[src/shared/usps_pkg.sv]
// usps_pkg: register map, field layouts, reset values and timing counts of the serial port.
// assumes a 100 MHz core clock and a 32-bit AXI4-Lite register bus.
`default_nettype none
package usps_pkg;
	// register indices; byte address is four times the index
	localparam logic [9:0]  IDX_CTRL   = 10'h098;
	localparam logic [9:0]  IDX_SERIAL_DATA_BUFFER   = 10'h099;
	localparam logic [9:0]  IDX_BAUD   = 10'h09e;
	localparam logic [9:0]  IDX_ISTAT  = 10'h0a0;
	localparam logic [9:0]  IDX_IMASK  = 10'h0a1;
	localparam int          ADDR_W     = 12;

	// port modes held in the mode field
	localparam logic [1:0]  MODE_SHIFT = 2'h0;
	localparam logic [1:0]  MODE_8VAR  = 2'h1;
	localparam logic [1:0]  MODE_9FIX  = 2'h2;
	localparam logic [1:0]  MODE_9VAR  = 2'h3;

	// bit periods in core cycles, break limit in half bits
	localparam logic [15:0] MODE0_CYC  = 16'h000c;
	localparam logic [15:0] MODE2_CYC  = 16'h0040;
	localparam logic [15:0] BASE_CYC   = 16'h0010;
	localparam logic [19:0] BRK_HALVES = 20'h00015;

	// interrupt status and mask bit positions and width
	localparam int          IRQ_TX     = 0;
	localparam int          IRQ_RX     = 1;
	localparam int          IRQ_OWE    = 2;
	localparam int          IRQ_FE     = 3;
	localparam int          IRQ_BRK    = 4;
	localparam int          IRQ_W      = 5;

	localparam logic [1:0]  RESP_OKAY  = 2'h0;
	localparam logic [1:0]  RESP_SLVERR = 2'h2;

	// serial_port_control layout, bit 7 first
	typedef struct packed {
		logic [1:0] mode;       // mode_select_high, mode_select_low
		logic       mp_en;      // multiprocessor_enable
		logic       rx_en;
		logic       tx9;        // transmit_ninth_bit
		logic       rx9;        // receive_ninth_bit
		logic       tdone;      // transmit_done_flag
		logic       rdone;      // receive_done_flag
	} usps_ctrl_t;

	// baud_divider_and_errors layout, bit 7 first
	typedef struct packed {
		logic       overwrite_error_flag;        // overwrite_error_flag
		logic       fe;         // frame_error_flag
		logic       be;         // break_error_flag
		logic [1:0] ext_ratio;  // extended_divider_ratio
		logic [2:0] bin_div;
	} usps_baud_t;

	localparam usps_ctrl_t  CTRL_RST   = '{mode: 2'h0, default: 1'b0};
	localparam usps_baud_t  BAUD_RST   = '{ext_ratio: 2'h0, bin_div: 3'h0, default: 1'b0};
	localparam logic [7:0]  SERIAL_DATA_BUFFER_RST   = 8'h00;
endpackage
`default_nettype wire

[src/hw/usps_uart.sv]
// usps_uart: serial port registers, baud divider, transmitter and receiver.
// assumes an AXI4-Lite master on the register side and a serial partner on the line side.
// Operation
// receiving only while receive enable is set
// nine-bit modes send transmit ninth bit
// latch ninth bit, or stop bit in mode 1
// transmit done at bit 8 or stop start
// hardware never clears transmit done
// receive done at bit 8 or mid-stop
// eight-bit data buffer resetting to zero
// overwrite error when receive done still set
// frame error read-only, refreshed each frame
// break error on 10.5 bit-time low line; the code sets it in modes 2 and 3 only
// extended ratio field stretches the divider
// binary field divides by two to field
// mode bits select one of four modes
// multiprocessor bit suppresses unwanted receive done
// buffer write starts transmission, LSB first
// writes to frame error bit are ignored
//
// Design decision made here: register access over AXI4-Lite.
`default_nettype none
module usps_uart (
	input  wire logic                          clk_sys_i,
	input  wire logic                          rst_i,
	input  wire logic [usps_pkg::ADDR_W-1:0]   s_axi_awaddr,
	input  wire logic                          s_axi_awvalid,
	output logic                               s_axi_awready,
	input  wire logic [31:0]                   s_axi_wdata,
	input  wire logic [3:0]                    s_axi_wstrb,
	input  wire logic                          s_axi_wvalid,
	output logic                               s_axi_wready,
	output logic [1:0]                         s_axi_bresp,
	output logic                               s_axi_bvalid,
	input  wire logic                          s_axi_bready,
	input  wire logic [usps_pkg::ADDR_W-1:0]   s_axi_araddr,
	input  wire logic                          s_axi_arvalid,
	output logic                               s_axi_arready,
	output logic [31:0]                        s_axi_rdata,
	output logic [1:0]                         s_axi_rresp,
	output logic                               s_axi_rvalid,
	input  wire logic                          s_axi_rready,
	input  wire logic                          rxd_i,
	output logic                               rxd_o,
	output logic                               rxd_oe_o,
	output logic                               txd_o,
	output logic                               irq_o
);
	typedef enum {TX_IDLE, TX_RUN} usps_tx_t;
	typedef enum {RX_IDLE, RX_START, RX_DATA, RX_STOP, RX_M0} usps_rx_t;

	usps_pkg::usps_ctrl_t           ctrl_q, ctrl_d;
	usps_pkg::usps_baud_t           baud_q, baud_d;
	logic [7:0]                     serial_data_buffer_q, serial_data_buffer_d;
	logic [usps_pkg::IRQ_W-1:0]     ist_q, ist_d, imsk_q, imsk_d;
	logic                           pend_q, pend_d;
	logic                           aw_have_q, aw_have_d, w_have_q, w_have_d;
	logic [9:0]                     aw_idx_q, aw_idx_d;
	logic [7:0]                     wdat_q, wdat_d;
	logic                           wstb_q, wstb_d;
	logic                           bvalid_q, bvalid_d, rvalid_q, rvalid_d;
	logic [1:0]                     bresp_q, bresp_d, rresp_q, rresp_d;
	logic [31:0]                    rdata_q, rdata_d;
	logic                           do_wr, do_rd, rd_istat;
	logic [9:0]                     ar_idx;
	logic [15:0]                    bit_cyc, half_cyc;
	logic [19:0]                    brk_lim;
	usps_tx_t                       tx_st_q, tx_st_d;
	logic [10:0]                    tx_sh_q, tx_sh_d;
	logic [3:0]                     tx_left_q, tx_left_d;
	logic [15:0]                    tx_cnt_q, tx_cnt_d;
	logic                           txd_q, txd_d, rxd_out_q, rxd_out_d, rxd_oe_q, rxd_oe_d;
	logic                           tx_done_ev;
	usps_rx_t                       rx_st_q, rx_st_d;
	logic [8:0]                     rx_sh_q, rx_sh_d;
	logic [3:0]                     rx_left_q, rx_left_d;
	logic [15:0]                    rx_cnt_q, rx_cnt_d;
	logic                           rxd_prev_q;
	logic [19:0]                    brk_cnt_q, brk_cnt_d;
	logic                           frame_ev, load_ev, fe_val, be_val;
	logic [7:0]                     rx_byte;
	logic                           rx_bit9;

	// bit period from mode and divider fields
	always_comb begin
		unique case (ctrl_q.mode)
			usps_pkg::MODE_SHIFT: bit_cyc = usps_pkg::MODE0_CYC;
			usps_pkg::MODE_9FIX:  bit_cyc = usps_pkg::MODE2_CYC;
			default:              bit_cyc = 16'((usps_pkg::BASE_CYC << baud_q.bin_div)
			                                * (16'(baud_q.ext_ratio) + 16'h0001));
		endcase
		half_cyc = bit_cyc >> 1;
		brk_lim  = 20'(20'(half_cyc) * usps_pkg::BRK_HALVES);
	end

	// bus handshakes: write address and data taken in either order
	assign s_axi_awready = !aw_have_q;
	assign s_axi_wready  = !w_have_q;
	assign s_axi_arready = !rvalid_q;
	assign s_axi_bvalid  = bvalid_q;
	assign s_axi_bresp   = bresp_q;
	assign s_axi_rvalid  = rvalid_q;
	assign s_axi_rresp   = rresp_q;
	assign s_axi_rdata   = rdata_q;
	assign do_wr    = aw_have_q && w_have_q && !bvalid_q;
	assign do_rd    = s_axi_arvalid && !rvalid_q;
	assign ar_idx   = s_axi_araddr[usps_pkg::ADDR_W-1:2];
	assign rd_istat = do_rd && (ar_idx == usps_pkg::IDX_ISTAT);

	// bus channel state and read data
	always_comb begin
		aw_have_d = aw_have_q;
		aw_idx_d  = aw_idx_q;
		w_have_d  = w_have_q;
		wdat_d    = wdat_q;
		wstb_d    = wstb_q;
		bvalid_d  = bvalid_q && !s_axi_bready;
		bresp_d   = bresp_q;
		rvalid_d  = rvalid_q && !s_axi_rready;
		rresp_d   = rresp_q;
		rdata_d   = rdata_q;
		if (s_axi_awvalid && !aw_have_q) begin
			aw_have_d = 1'b1;
			aw_idx_d  = s_axi_awaddr[usps_pkg::ADDR_W-1:2];
		end
		if (s_axi_wvalid && !w_have_q) begin
			w_have_d = 1'b1;
			wdat_d   = s_axi_wdata[7:0];
			wstb_d   = s_axi_wstrb[0];
		end
		if (do_wr) begin
			aw_have_d = 1'b0;
			w_have_d  = 1'b0;
			bvalid_d  = 1'b1;
			bresp_d   = (aw_idx_q == usps_pkg::IDX_CTRL || aw_idx_q == usps_pkg::IDX_SERIAL_DATA_BUFFER
			          || aw_idx_q == usps_pkg::IDX_BAUD || aw_idx_q == usps_pkg::IDX_ISTAT
			          || aw_idx_q == usps_pkg::IDX_IMASK) ? usps_pkg::RESP_OKAY
			                                              : usps_pkg::RESP_SLVERR;
		end
		if (do_rd) begin
			rvalid_d = 1'b1;
			rresp_d  = usps_pkg::RESP_OKAY;
			unique case (ar_idx)
				usps_pkg::IDX_CTRL:  rdata_d = {24'h0, ctrl_q};
				usps_pkg::IDX_SERIAL_DATA_BUFFER:  rdata_d = {24'h0, serial_data_buffer_q};
				usps_pkg::IDX_BAUD:  rdata_d = {24'h0, baud_q};
				usps_pkg::IDX_ISTAT: rdata_d = {27'h0, ist_q};
				usps_pkg::IDX_IMASK: rdata_d = {27'h0, imsk_q};
				default: begin
					rdata_d = 32'h0;
					rresp_d = usps_pkg::RESP_SLVERR;
				end
			endcase
		end
	end

	// software writes first, hardware events after so hardware wins when both hit a field
	always_comb begin
		ctrl_d = ctrl_q;
		baud_d = baud_q;
		serial_data_buffer_d = serial_data_buffer_q;
		imsk_d = imsk_q;
		pend_d = pend_q;
		ist_d  = rd_istat ? '0 : ist_q;  // read of status clears it
		if (do_wr && wstb_q) begin
			unique case (aw_idx_q)
				usps_pkg::IDX_CTRL:  ctrl_d = wdat_q;
				usps_pkg::IDX_SERIAL_DATA_BUFFER: begin
					serial_data_buffer_d = wdat_q;
					pend_d = 1'b1;
				end
				usps_pkg::IDX_BAUD: begin
					baud_d.overwrite_error_flag       = baud_q.overwrite_error_flag & wdat_q[7];
					baud_d.ext_ratio = wdat_q[4:3];
					baud_d.bin_div   = wdat_q[2:0];  // see R12; fe and be untouched
				end
				usps_pkg::IDX_IMASK: imsk_d = wdat_q[usps_pkg::IRQ_W-1:0];
				default: ;
			endcase
		end
		if (tx_st_q == TX_IDLE && tx_st_d == TX_RUN) begin
			pend_d = 1'b0;
		end
		if (tx_done_ev) begin
			ctrl_d.tdone = 1'b1;
			ist_d[usps_pkg::IRQ_TX] = 1'b1;
		end
		if (frame_ev) begin
			baud_d.fe = fe_val;
			baud_d.be = be_val;
			ist_d[usps_pkg::IRQ_FE]  = ist_d[usps_pkg::IRQ_FE] | fe_val;
			ist_d[usps_pkg::IRQ_BRK] = ist_d[usps_pkg::IRQ_BRK] | be_val;
		end
		if (load_ev) begin
			serial_data_buffer_d       = rx_byte;
			ctrl_d.rx9   = rx_bit9;
			ctrl_d.rdone = 1'b1;
			ist_d[usps_pkg::IRQ_RX] = 1'b1;
			if (ctrl_q.rdone) begin
				baud_d.overwrite_error_flag = 1'b1;
				ist_d[usps_pkg::IRQ_OWE] = 1'b1;
			end
		end
	end

	// transmitter: frame shifts out LSB first, one bit per bit period
	always_comb begin
		tx_st_d    = tx_st_q;
		tx_sh_d    = tx_sh_q;
		tx_left_d  = tx_left_q;
		tx_cnt_d   = tx_cnt_q;
		tx_done_ev = 1'b0;
		unique case (tx_st_q)
			TX_IDLE: begin
				if (pend_q && rx_st_q != RX_M0) begin
					tx_st_d  = TX_RUN;
					tx_cnt_d = bit_cyc;
					unique case (ctrl_q.mode)
						usps_pkg::MODE_SHIFT: begin
							tx_sh_d   = {3'h7, serial_data_buffer_q};
							tx_left_d = 4'h8;
						end
						usps_pkg::MODE_8VAR: begin
							tx_sh_d   = {2'h3, serial_data_buffer_q, 1'b0};
							tx_left_d = 4'ha;
						end
						default: begin
							tx_sh_d   = {1'b1, ctrl_q.tx9, serial_data_buffer_q, 1'b0};
							tx_left_d = 4'hb;
						end
					endcase
				end
			end
			TX_RUN: begin
				tx_cnt_d = tx_cnt_q - 16'h0001;
				if (tx_cnt_q == 16'h0001) begin
					tx_cnt_d  = bit_cyc;
					tx_sh_d   = {1'b1, tx_sh_q[10:1]};
					tx_left_d = tx_left_q - 4'h1;
					if (ctrl_q.mode == usps_pkg::MODE_SHIFT) begin
						tx_done_ev = (tx_left_q == 4'h1);
					end else begin
						tx_done_ev = (tx_left_q == 4'h2);
					end
					if (tx_left_q == 4'h1) begin
						tx_st_d = TX_IDLE;
					end
				end
			end
		endcase
	end

	// receiver: mid-bit sampling for async modes, clocked shift for mode 0
	always_comb begin
		rx_st_d   = rx_st_q;
		rx_sh_d   = rx_sh_q;
		rx_left_d = rx_left_q;
		rx_cnt_d  = rx_cnt_q - 16'h0001;
		brk_cnt_d = rxd_i ? 20'h0 : ((brk_cnt_q == 20'hfffff) ? brk_cnt_q
		                                                       : brk_cnt_q + 20'h1);
		frame_ev  = 1'b0;
		load_ev   = 1'b0;
		fe_val    = !rxd_i;
		be_val    = (brk_cnt_q >= brk_lim);
		rx_byte   = (ctrl_q.mode[1]) ? rx_sh_q[7:0] : rx_sh_q[8:1];
		rx_bit9   = (ctrl_q.mode[1]) ? rx_sh_q[8] : rxd_i;
		unique case (rx_st_q)
			RX_IDLE: begin
				rx_cnt_d = half_cyc;
				if (ctrl_q.rx_en && ctrl_q.mode == usps_pkg::MODE_SHIFT && !ctrl_q.rdone
				    && tx_st_q == TX_IDLE && !pend_q) begin
					rx_st_d   = RX_M0;
					rx_cnt_d  = bit_cyc;
					rx_left_d = 4'h8;
				end else if (ctrl_q.rx_en && ctrl_q.mode != usps_pkg::MODE_SHIFT
				             && rxd_prev_q && !rxd_i) begin
					rx_st_d = RX_START;
				end
			end
			RX_START: begin
				if (rx_cnt_q == 16'h0001) begin
					rx_cnt_d  = bit_cyc;
					rx_left_d = ctrl_q.mode[1] ? 4'h9 : 4'h8;
					rx_st_d   = rxd_i ? RX_IDLE : RX_DATA;  // false start drops out
				end
			end
			RX_DATA: begin
				if (rx_cnt_q == 16'h0001) begin
					rx_cnt_d  = bit_cyc;
					rx_sh_d   = {rxd_i, rx_sh_q[8:1]};
					rx_left_d = rx_left_q - 4'h1;
					if (rx_left_q == 4'h1) begin
						rx_st_d = RX_STOP;
					end
				end
			end
			RX_STOP: begin
				if (rx_cnt_q == 16'h0001) begin
					rx_st_d  = RX_IDLE;
					frame_ev = 1'b1;
					if (ctrl_q.mode == usps_pkg::MODE_8VAR) begin
						load_ev = !ctrl_q.mp_en || rxd_i;
					end else begin
						load_ev = !ctrl_q.mp_en || rx_sh_q[8];
					end
				end
			end
			RX_M0: begin
				if (rx_cnt_q == 16'h0001) begin
					rx_cnt_d  = bit_cyc;
					rx_sh_d   = {rxd_i, rx_sh_q[8:1]};  // byte lands in [8:1] as in mode 1
					rx_left_d = rx_left_q - 4'h1;
					if (rx_left_q == 4'h1) begin
						rx_st_d = RX_IDLE;
						load_ev = 1'b1;
					end
				end
			end
		endcase
		if (!ctrl_q.rx_en && rx_st_q != RX_IDLE) begin
			rx_st_d  = RX_IDLE;
			frame_ev = 1'b0;
			load_ev  = 1'b0;
		end
	end

	// pin drive: mode 0 data on the receive pin, shift clock on the transmit pin
	always_comb begin
		rxd_out_d = tx_sh_q[0];
		rxd_oe_d  = (tx_st_q == TX_RUN) && ctrl_q.mode == usps_pkg::MODE_SHIFT;
		if (ctrl_q.mode == usps_pkg::MODE_SHIFT) begin
			txd_d = !((tx_st_q == TX_RUN && tx_cnt_q > half_cyc)
			       || (rx_st_q == RX_M0 && rx_cnt_q > half_cyc));
		end else begin
			txd_d = (tx_st_q == TX_RUN) ? tx_sh_q[0] : 1'b1;
		end
	end

	assign rxd_o    = rxd_out_q;
	assign rxd_oe_o = rxd_oe_q;
	assign txd_o    = txd_q;
	assign irq_o    = |(ist_q & imsk_q);

	// state registers
	always_ff @(posedge clk_sys_i or posedge rst_i) begin
		if (rst_i) begin
			ctrl_q     <= usps_pkg::CTRL_RST;
			baud_q     <= usps_pkg::BAUD_RST;
			serial_data_buffer_q     <= usps_pkg::SERIAL_DATA_BUFFER_RST;
			ist_q      <= '0;
			imsk_q     <= '0;
			pend_q     <= 1'b0;
			aw_have_q  <= 1'b0;
			aw_idx_q   <= 10'h000;
			w_have_q   <= 1'b0;
			wdat_q     <= 8'h00;
			wstb_q     <= 1'b0;
			bvalid_q   <= 1'b0;
			bresp_q    <= 2'h0;
			rvalid_q   <= 1'b0;
			rresp_q    <= 2'h0;
			rdata_q    <= 32'h0;
			tx_st_q    <= TX_IDLE;
			tx_sh_q    <= 11'h7ff;
			tx_left_q  <= 4'h0;
			tx_cnt_q   <= 16'h0000;
			txd_q      <= 1'b1;
			rxd_out_q  <= 1'b1;
			rxd_oe_q   <= 1'b0;
			rx_st_q    <= RX_IDLE;
			rx_sh_q    <= 9'h000;
			rx_left_q  <= 4'h0;
			rx_cnt_q   <= 16'h0000;
			rxd_prev_q <= 1'b1;
			brk_cnt_q  <= 20'h0;
		end else begin
			ctrl_q     <= ctrl_d;
			baud_q     <= baud_d;
			serial_data_buffer_q     <= serial_data_buffer_d;
			ist_q      <= ist_d;
			imsk_q     <= imsk_d;
			pend_q     <= pend_d;
			aw_have_q  <= aw_have_d;
			aw_idx_q   <= aw_idx_d;
			w_have_q   <= w_have_d;
			wdat_q     <= wdat_d;
			wstb_q     <= wstb_d;
			bvalid_q   <= bvalid_d;
			bresp_q    <= bresp_d;
			rvalid_q   <= rvalid_d;
			rresp_q    <= rresp_d;
			rdata_q    <= rdata_d;
			tx_st_q    <= tx_st_d;
			tx_sh_q    <= tx_sh_d;
			tx_left_q  <= tx_left_d;
			tx_cnt_q   <= tx_cnt_d;
			txd_q      <= txd_d;
			rxd_out_q  <= rxd_out_d;
			rxd_oe_q   <= rxd_oe_d;
			rx_st_q    <= rx_st_d;
			rx_sh_q    <= rx_sh_d;
			rx_left_q  <= rx_left_d;
			rx_cnt_q   <= rx_cnt_d;
			rxd_prev_q <= rxd_i;
			brk_cnt_q  <= brk_cnt_d;
		end
	end
endmodule
`default_nettype wire

[config.mk]
export PLATFORM = sky130hd
export DESIGN_NAME = usps_uart
export DESIGN_NICKNAME = d
export VERILOG_FILES = /design/src/shared/usps_pkg.sv /design/src/hw/usps_uart.sv
export SDC_FILE = /design/constraint.sdc
export NUM_CORES = 1
export LEC_CHECK = 0
export BUFFER_PORTS_ARGS = -buffer_cell sky130_fd_sc_hd__buf_2
export CAP_MARGIN = 20
export CORE_MARGIN = 5
export CORE_UTILIZATION = 40
export CTS_BUF_LIST = sky130_fd_sc_hd__clkbuf_4 sky130_fd_sc_hd__clkbuf_8
export DETAILED_ROUTE_END_ITERATION = 8
export GPL_ROUTABILITY_DRIVEN = 0
export GPL_TIMING_DRIVEN = 0
export PLACE_DENSITY = 0.61
export SETUP_SLACK_MARGIN = 0.4
export SLEW_MARGIN = 20
export SYNTH_ARGS = -nofsm -noshare
export SYNTH_HDL_FRONTEND = slang
export SYNTH_SLANG_ARGS = --single-unit
export TNS_END_PERCENT = 30
[constraint.sdc]
create_clock -name clk_sys_i -period 9.2 [get_ports clk_sys_i]
set_input_delay 1.84 -clock clk_sys_i [delete_from_list [all_inputs] [get_ports clk_sys_i]]
set_output_delay 1.84 -clock clk_sys_i [all_outputs]
set_load 0.05 [all_outputs]
== After elaboration in Yosys (flattened, before gate mapping) ==
Cells that the tools add are included.

* Input bits: 68
* Word-level logic and storage cells: 253
* Bits in registers: 242
* Output and inout bits: 45

* Reduce and logical (&&, ||, !) cells: 74
* Bitwise gates (word level): 4
* Magnitude comparators: 3
* $add $sub $neg: 6
* Muxes and demuxes: 82
* Equality and inequality tests: 40
* Shifts and indexed selects: 1
* Multiply operators: 2

{| class="wikitable"
|+ Operators with widths
! operator !! count
|-
| 2-to-1 mux 32 bit || 12
|-
| case mux 32 bit (5 select lines) || 1
|-
| == test 32 x 2 -> 1 bit (second input constant) || 4
|-
| == test 10 x 8 -> 1 bit (second input constant) || 10
|-
| logical NOT 32 bit || 3
|-
| case mux 16 bit (2 select lines) || 3
|-
| == test 32 x 1 -> 1 bit (second input constant) || 2
|-
| 2-to-1 mux 16 bit || 4
|-
| case mux 32 bit (2 select lines) || 1
|-
| 2-to-1 mux 20 bit || 2
|-
| case mux 8 bit (5 select lines) || 1
|-
| 2-to-1 mux 1 bit || 33
|-
| == test 16 x 1 -> 1 bit (second input constant) || 2
|-
| == test 32 x 3 -> 1 bit (second input constant) || 1
|-
| == test 32 x 4 -> 1 bit (second input constant) || 1
|-
| > comparator 16 x 15 -> 1 bit || 2
|-
| 2-to-1 mux 8 bit || 4
|-
| != test 32 x 4 -> 1 bit (second input constant) || 1
|-
| nonzero test 32 bit || 1
|-
| subtractor 16 x 1 -> 16 bit (second input constant) || 2
|-
| nonzero test 2 bit || 12
|-
| logical AND 1 bit || 22
|-
| 2-to-1 mux 11 bit || 2
|-
| case mux 11 bit (2 select lines) || 1
|-
| 38 further kinds || 85
|}

== Longest topological paths before layout ==
* Depth in word-level cells: 8
* Depth in mapped cells: 32
* Gate-level depth less buffers: 32

== Worst setup path before layout ==
Ideal clock, no wire load.

* Path type: register to register
* From: reg baud_q[0] (netlist bit)
* To: reg baud_q[5] (netlist bit)
* Required time: 9.082 ns
* Setup time: 0.118 ns
* Path buffers: 1
* Arrival time: 6.227 ns
* Period minus slack after synthesis: 6.345 ns
* Stages on the path, launching flop included: 31
* Slack: 2.855 ns
* Path through: dfrtp_1 > clkbuf_1 > nor2b_1 > nand2_1 > fa_1 > inv_1 > ha_1 > a21oi_1 > o211ai_1 > or3_1 > nand3_1 > inv_1 > ha_1 > ha_1 > inv_1 > fa_1 > inv_1 > ha_1 > a21oi_1 > o21ai_0 > nand2_1 > o21ai_0 > o21ai_0 > nor2_1 > o21ai_0 > ha_1 > a21oi_1 > o21ai_0 > a2111oi_0 > a211oi_1 > a21o_1

* Word-level cells in the longest chain between the ends: 5

{| class="wikitable"
|+ Ends and longest elaborated chain
! element !! line !! RTL
|-
| start: declaration || usps_uart.sv:53 || <nowiki>usps_pkg::usps_baud_t baud_q, baud_d;</nowiki>
|-
| start signal: assignment || usps_uart.sv:348 || <nowiki>baud_q <= usps_pkg::BAUD_RST;</nowiki>
|-
| start signal: assignment || usps_uart.sv:378 || <nowiki>baud_q <= baud_d;</nowiki>
|-
| << shifter 5 x 3 -> 16 bit || usps_uart.sv:89 || <nowiki>default: bit_cyc = 16'((usps_pkg::BASE_CYC << baud_q.bin_div)</nowiki>
|-
| multiplier 16 x 3 -> 16 bit || usps_uart.sv:90 || <nowiki>* (16'(baud_q.ext_ratio) + 16'h0001));</nowiki>
|-
| case mux 16 bit (2 select lines) || usps_uart.sv:86 || <nowiki>unique case (ctrl_q.mode)</nowiki>
|-
| multiplier 15 x 5 -> 20 bit || usps_uart.sv:93 || <nowiki>brk_lim = 20'(20'(half_cyc) * usps_pkg::BRK_HALVES);</nowiki>
|-
| >= comparator 20 bit || usps_uart.sv:264 || <nowiki>be_val = (brk_cnt_q >= brk_lim);</nowiki>
|}

No other way between the ends.
A chain may end at the register's enable or synchronous reset.

== Final worst setup path ==
* From: reg baud_q[3] (netlist bit)
* To: reg baud_q[5] (netlist bit)

* Word-level cells in the longest chain between the ends: 5

{| class="wikitable"
|+ Ends and longest elaborated chain
! element !! line
|-
| adder 2 x 1 -> 3 bit || usps_uart.sv:90
|-
| multiplier 16 x 3 -> 16 bit || usps_uart.sv:90
|-
| case mux 16 bit (2 select lines) || usps_uart.sv:86
|-
| multiplier 15 x 5 -> 20 bit || usps_uart.sv:93
|-
| >= comparator 20 bit || usps_uart.sv:264
|}

No other way between the ends.

==> summary.txt <==
CP required - 9610 ps
Skew-Pair Late Insertion Delay - 480 ps
DR vias - 9278
worst setup path start - baud_q[3]
Post-Route WL - 28.03 mm
crit end category - flop
Cell variety after synth - 85
Core Box Area - 29640 µm²
Logic pwr share - 30.0%
hold buffers post-CTS - 0
Port-buffer cells - 54
min-delay src - tx_sh_q[0]
Initial Util - 40.52%
Max-cap violations - 0
setup tns final - 0 ps
crit path DAT - 8010 ps
Flop pwr share - 45.7%
chip width - 183.3 µm
post-synth top area share - 36.05%
Seq/Total Area, Yosys - 38.89%
Fin Hold WS - 401.2 ps
largest net degree at the start of global routing - 106
biggest area consumer among synthesized cells - dfrtp_1
DR WL/cell - 15.82 µm
relative slew slack - 32.22%
Post-DRT Antenna Nets - 0
Final #Nets - 1557
P_int - 1448 µW
Tot Pwr - 2374 µW
Worst-Margin Slew - 1009 ps
EDFF count, synth - 0
min cycle time layout - 7602 ps
H-tree depth - 4
mapped cell area - 12010 µm²
Setup Skew - 25.90 ps
antenna violations before repair - 0
pre-CTS setup slack - 1631 ps
initial drt markers - 436
clk slew on worst S/H paths - 120 ps
Mapped Cells - 1268
CTS buffer count - 17
Cell Pwr Density - 178.2 nW/µm²
Final Hold Fails - 0
dpl cells - 1740
CTS tree - built
Detailed Place HPWL - 20.86 mm
Synthesis Warnings - 0
first-pass GRT wire length - 47.75 mm
layout cells sized above 1 - 14.18%
NetSw - 925.5 µW
CTS Root Cell - clkbuf_8
clock buffer depth - 2
Clock Sinks - 186
Setup Buffers After CTS - 0
crit-path leading delay family - compound AO/OA/AOI/OAI gates
fraction of power spent switching nets - 38.99%
final cell count without fillers - 1772
Slowest-stage cell, CP - a211oi_1
Clk pwr share - 24.3%
Die ar. - 33590 µm²
DR pass1 iterations - 5
vias per cell - 5.236
PnR worst setup slack - 1598 ps
WS Path Type - reg -> reg
Area growth syn-to-layout - 10.89%
CP max stage delay - 680 ps
CP startpoint kind - flop
IO Pins - 113
gr usage total - 17.33%
#FFs+latches synth - 186
Leak - 0.006405 µW
total gr overflow - 0
status - finished, final reports clean
Antenna diodes - 0
Vert. Die Dim - 183.3 µm
CP max FO - 5
Worst Path Buf+Inv - 4
unrepaired setup endpoints after global routing - false
final setup violation count - 0
fmax - 0.1315 GHz
Async SR Flop Fraction - 100.0%
VDD IR-drop max - 0.1602 mV
Syn Area/Cell - 9.472 µm²
Tcrit/Tclk final - 82.63%
Synth Flop Type - dfrtp_1
worst hold path type - reg -> reg
# DRC - 0
leading post-synthesis cells by cell area - dfrtp_1 36%, ha_1 11%, nand2_1 4.5%
Rows - 63
Final Max Slew Viols - 0
Worst R2R Start - baud_q[3]
vias in the first global route - 9252
post-cts sizing count - 0
cell families after synthesis:
group | Yosys count | synth area share, %
AOI/OAI and AO/OA | 245 | 13.03
xor gates and xnor gates | 45 | 3.282
other | 2 | 0.06253
muxes | 78 | 6.938
and+or+nand+nor | 445 | 18.73
adders and majority gates | 121 | 13.52
DFF | 186 | 38.89
buffers and inverters | 146 | 5.542
power groups by stage:
stage / sequential, µW / combinational [µW] / clock [µW]
floorplan: 1080 / 528 / 0
detailed placement: 1100 / 711 / 0
global route: 1100 / 808 / 631
CTS: 1080 / 715 / 595
global placement: 1100 / 698 / 0
finish: 1080 / 713 / 577
synth_stat cells, drive strengths merged (6+ instances only):
cell type  number
o221ai         11
o21a            6
a21oi          49
nand2         145
nand3          42
xor2           29
buf            35
a21o            9
o31ai           8
dfstp          13
nor2b          20
nand2b         11
clkbuf         32
and2           40
fa             15
mux2i          36
mux2           42
nor3           17
or3            14
nor2           88
o21ai          93
ha            105
nand4          18
xnor2          16
dfrtp         173
and3            7
nor4           17
inv            79
a31oi           8
layout by cell type (no fill, tap or decap), drive strengths merged, types with 6 or more instances in the layout:
cell type,count
a21o,9
a21oi,49
a31oi,8
and2,40
and3,7
buf,90
clkbuf,51
conb,29
dfrtp,173
dfstp,13
fa,15
ha,105
inv,85
mux2,42
mux2i,36
nand2,145
nand2b,11
nand3,42
nand4,18
nor2,88
nor2b,20
nor3,17
nor4,17
o21a,6
o21ai,93
o221ai,11
o31ai,8
or3,14
xnor2,16
xor2,29
through the flow:
step                      util, %  area (µm²)
after floorplan                 -       12110
after detailed placement    43.56       12910
after global routing        44.93       13320
final                       44.93       13320
after global placement      43.42       12870
after CTS                   44.93       13320
path summary, 6_finish.rpt:
check | to | depth (start not counted) | slack (ps)
worst max-delay path | baud_q[5] | 29 | 1600
worst min-delay path | rxd_o | 0 | 400
worst max register to register | baud_q[5] | 29 | 1600
worst min register to register | rxd_o | 0 | 400
max in group asynchronous | tx_sh_q[6] | 3 | 6860
min in group asynchronous | tx_st_q[23] | 2 | 1410
per-layer routing:
metal  vias to the layer above  track usage, %  wire length [µm]
met4                         0           4.112               430
met3                        25           2.777               983
met1                      4454           23.58             13230
li1                       4637               -                 -
met5                         -               0                 0
met2                       162           29.14             13380
area by class of cell:
type,instances,area [µm²]
Buffer,67,369.1
Clock buffer,19,255.2
Clock inverter,13,152.6
Fill cell,2958,16320
Inverter,79,304.0
Multi-Input combinational cell,963,6780
Sequential cell,186,4671
Tap cell,390,488.0
Timing Repair Buffer,55,297.8
state kept, by name, summed over array words and instances, names as in the netlist, 9 cells and up:
register and count:
tx_st_q 32, rx_cnt_q 16, rx_sh_q 9, tx_sh_q 10, tx_cnt_q 16, aw_idx_q 10, brk_cnt_q 20
Note: power is estimated with default switching activity, not from simulation.
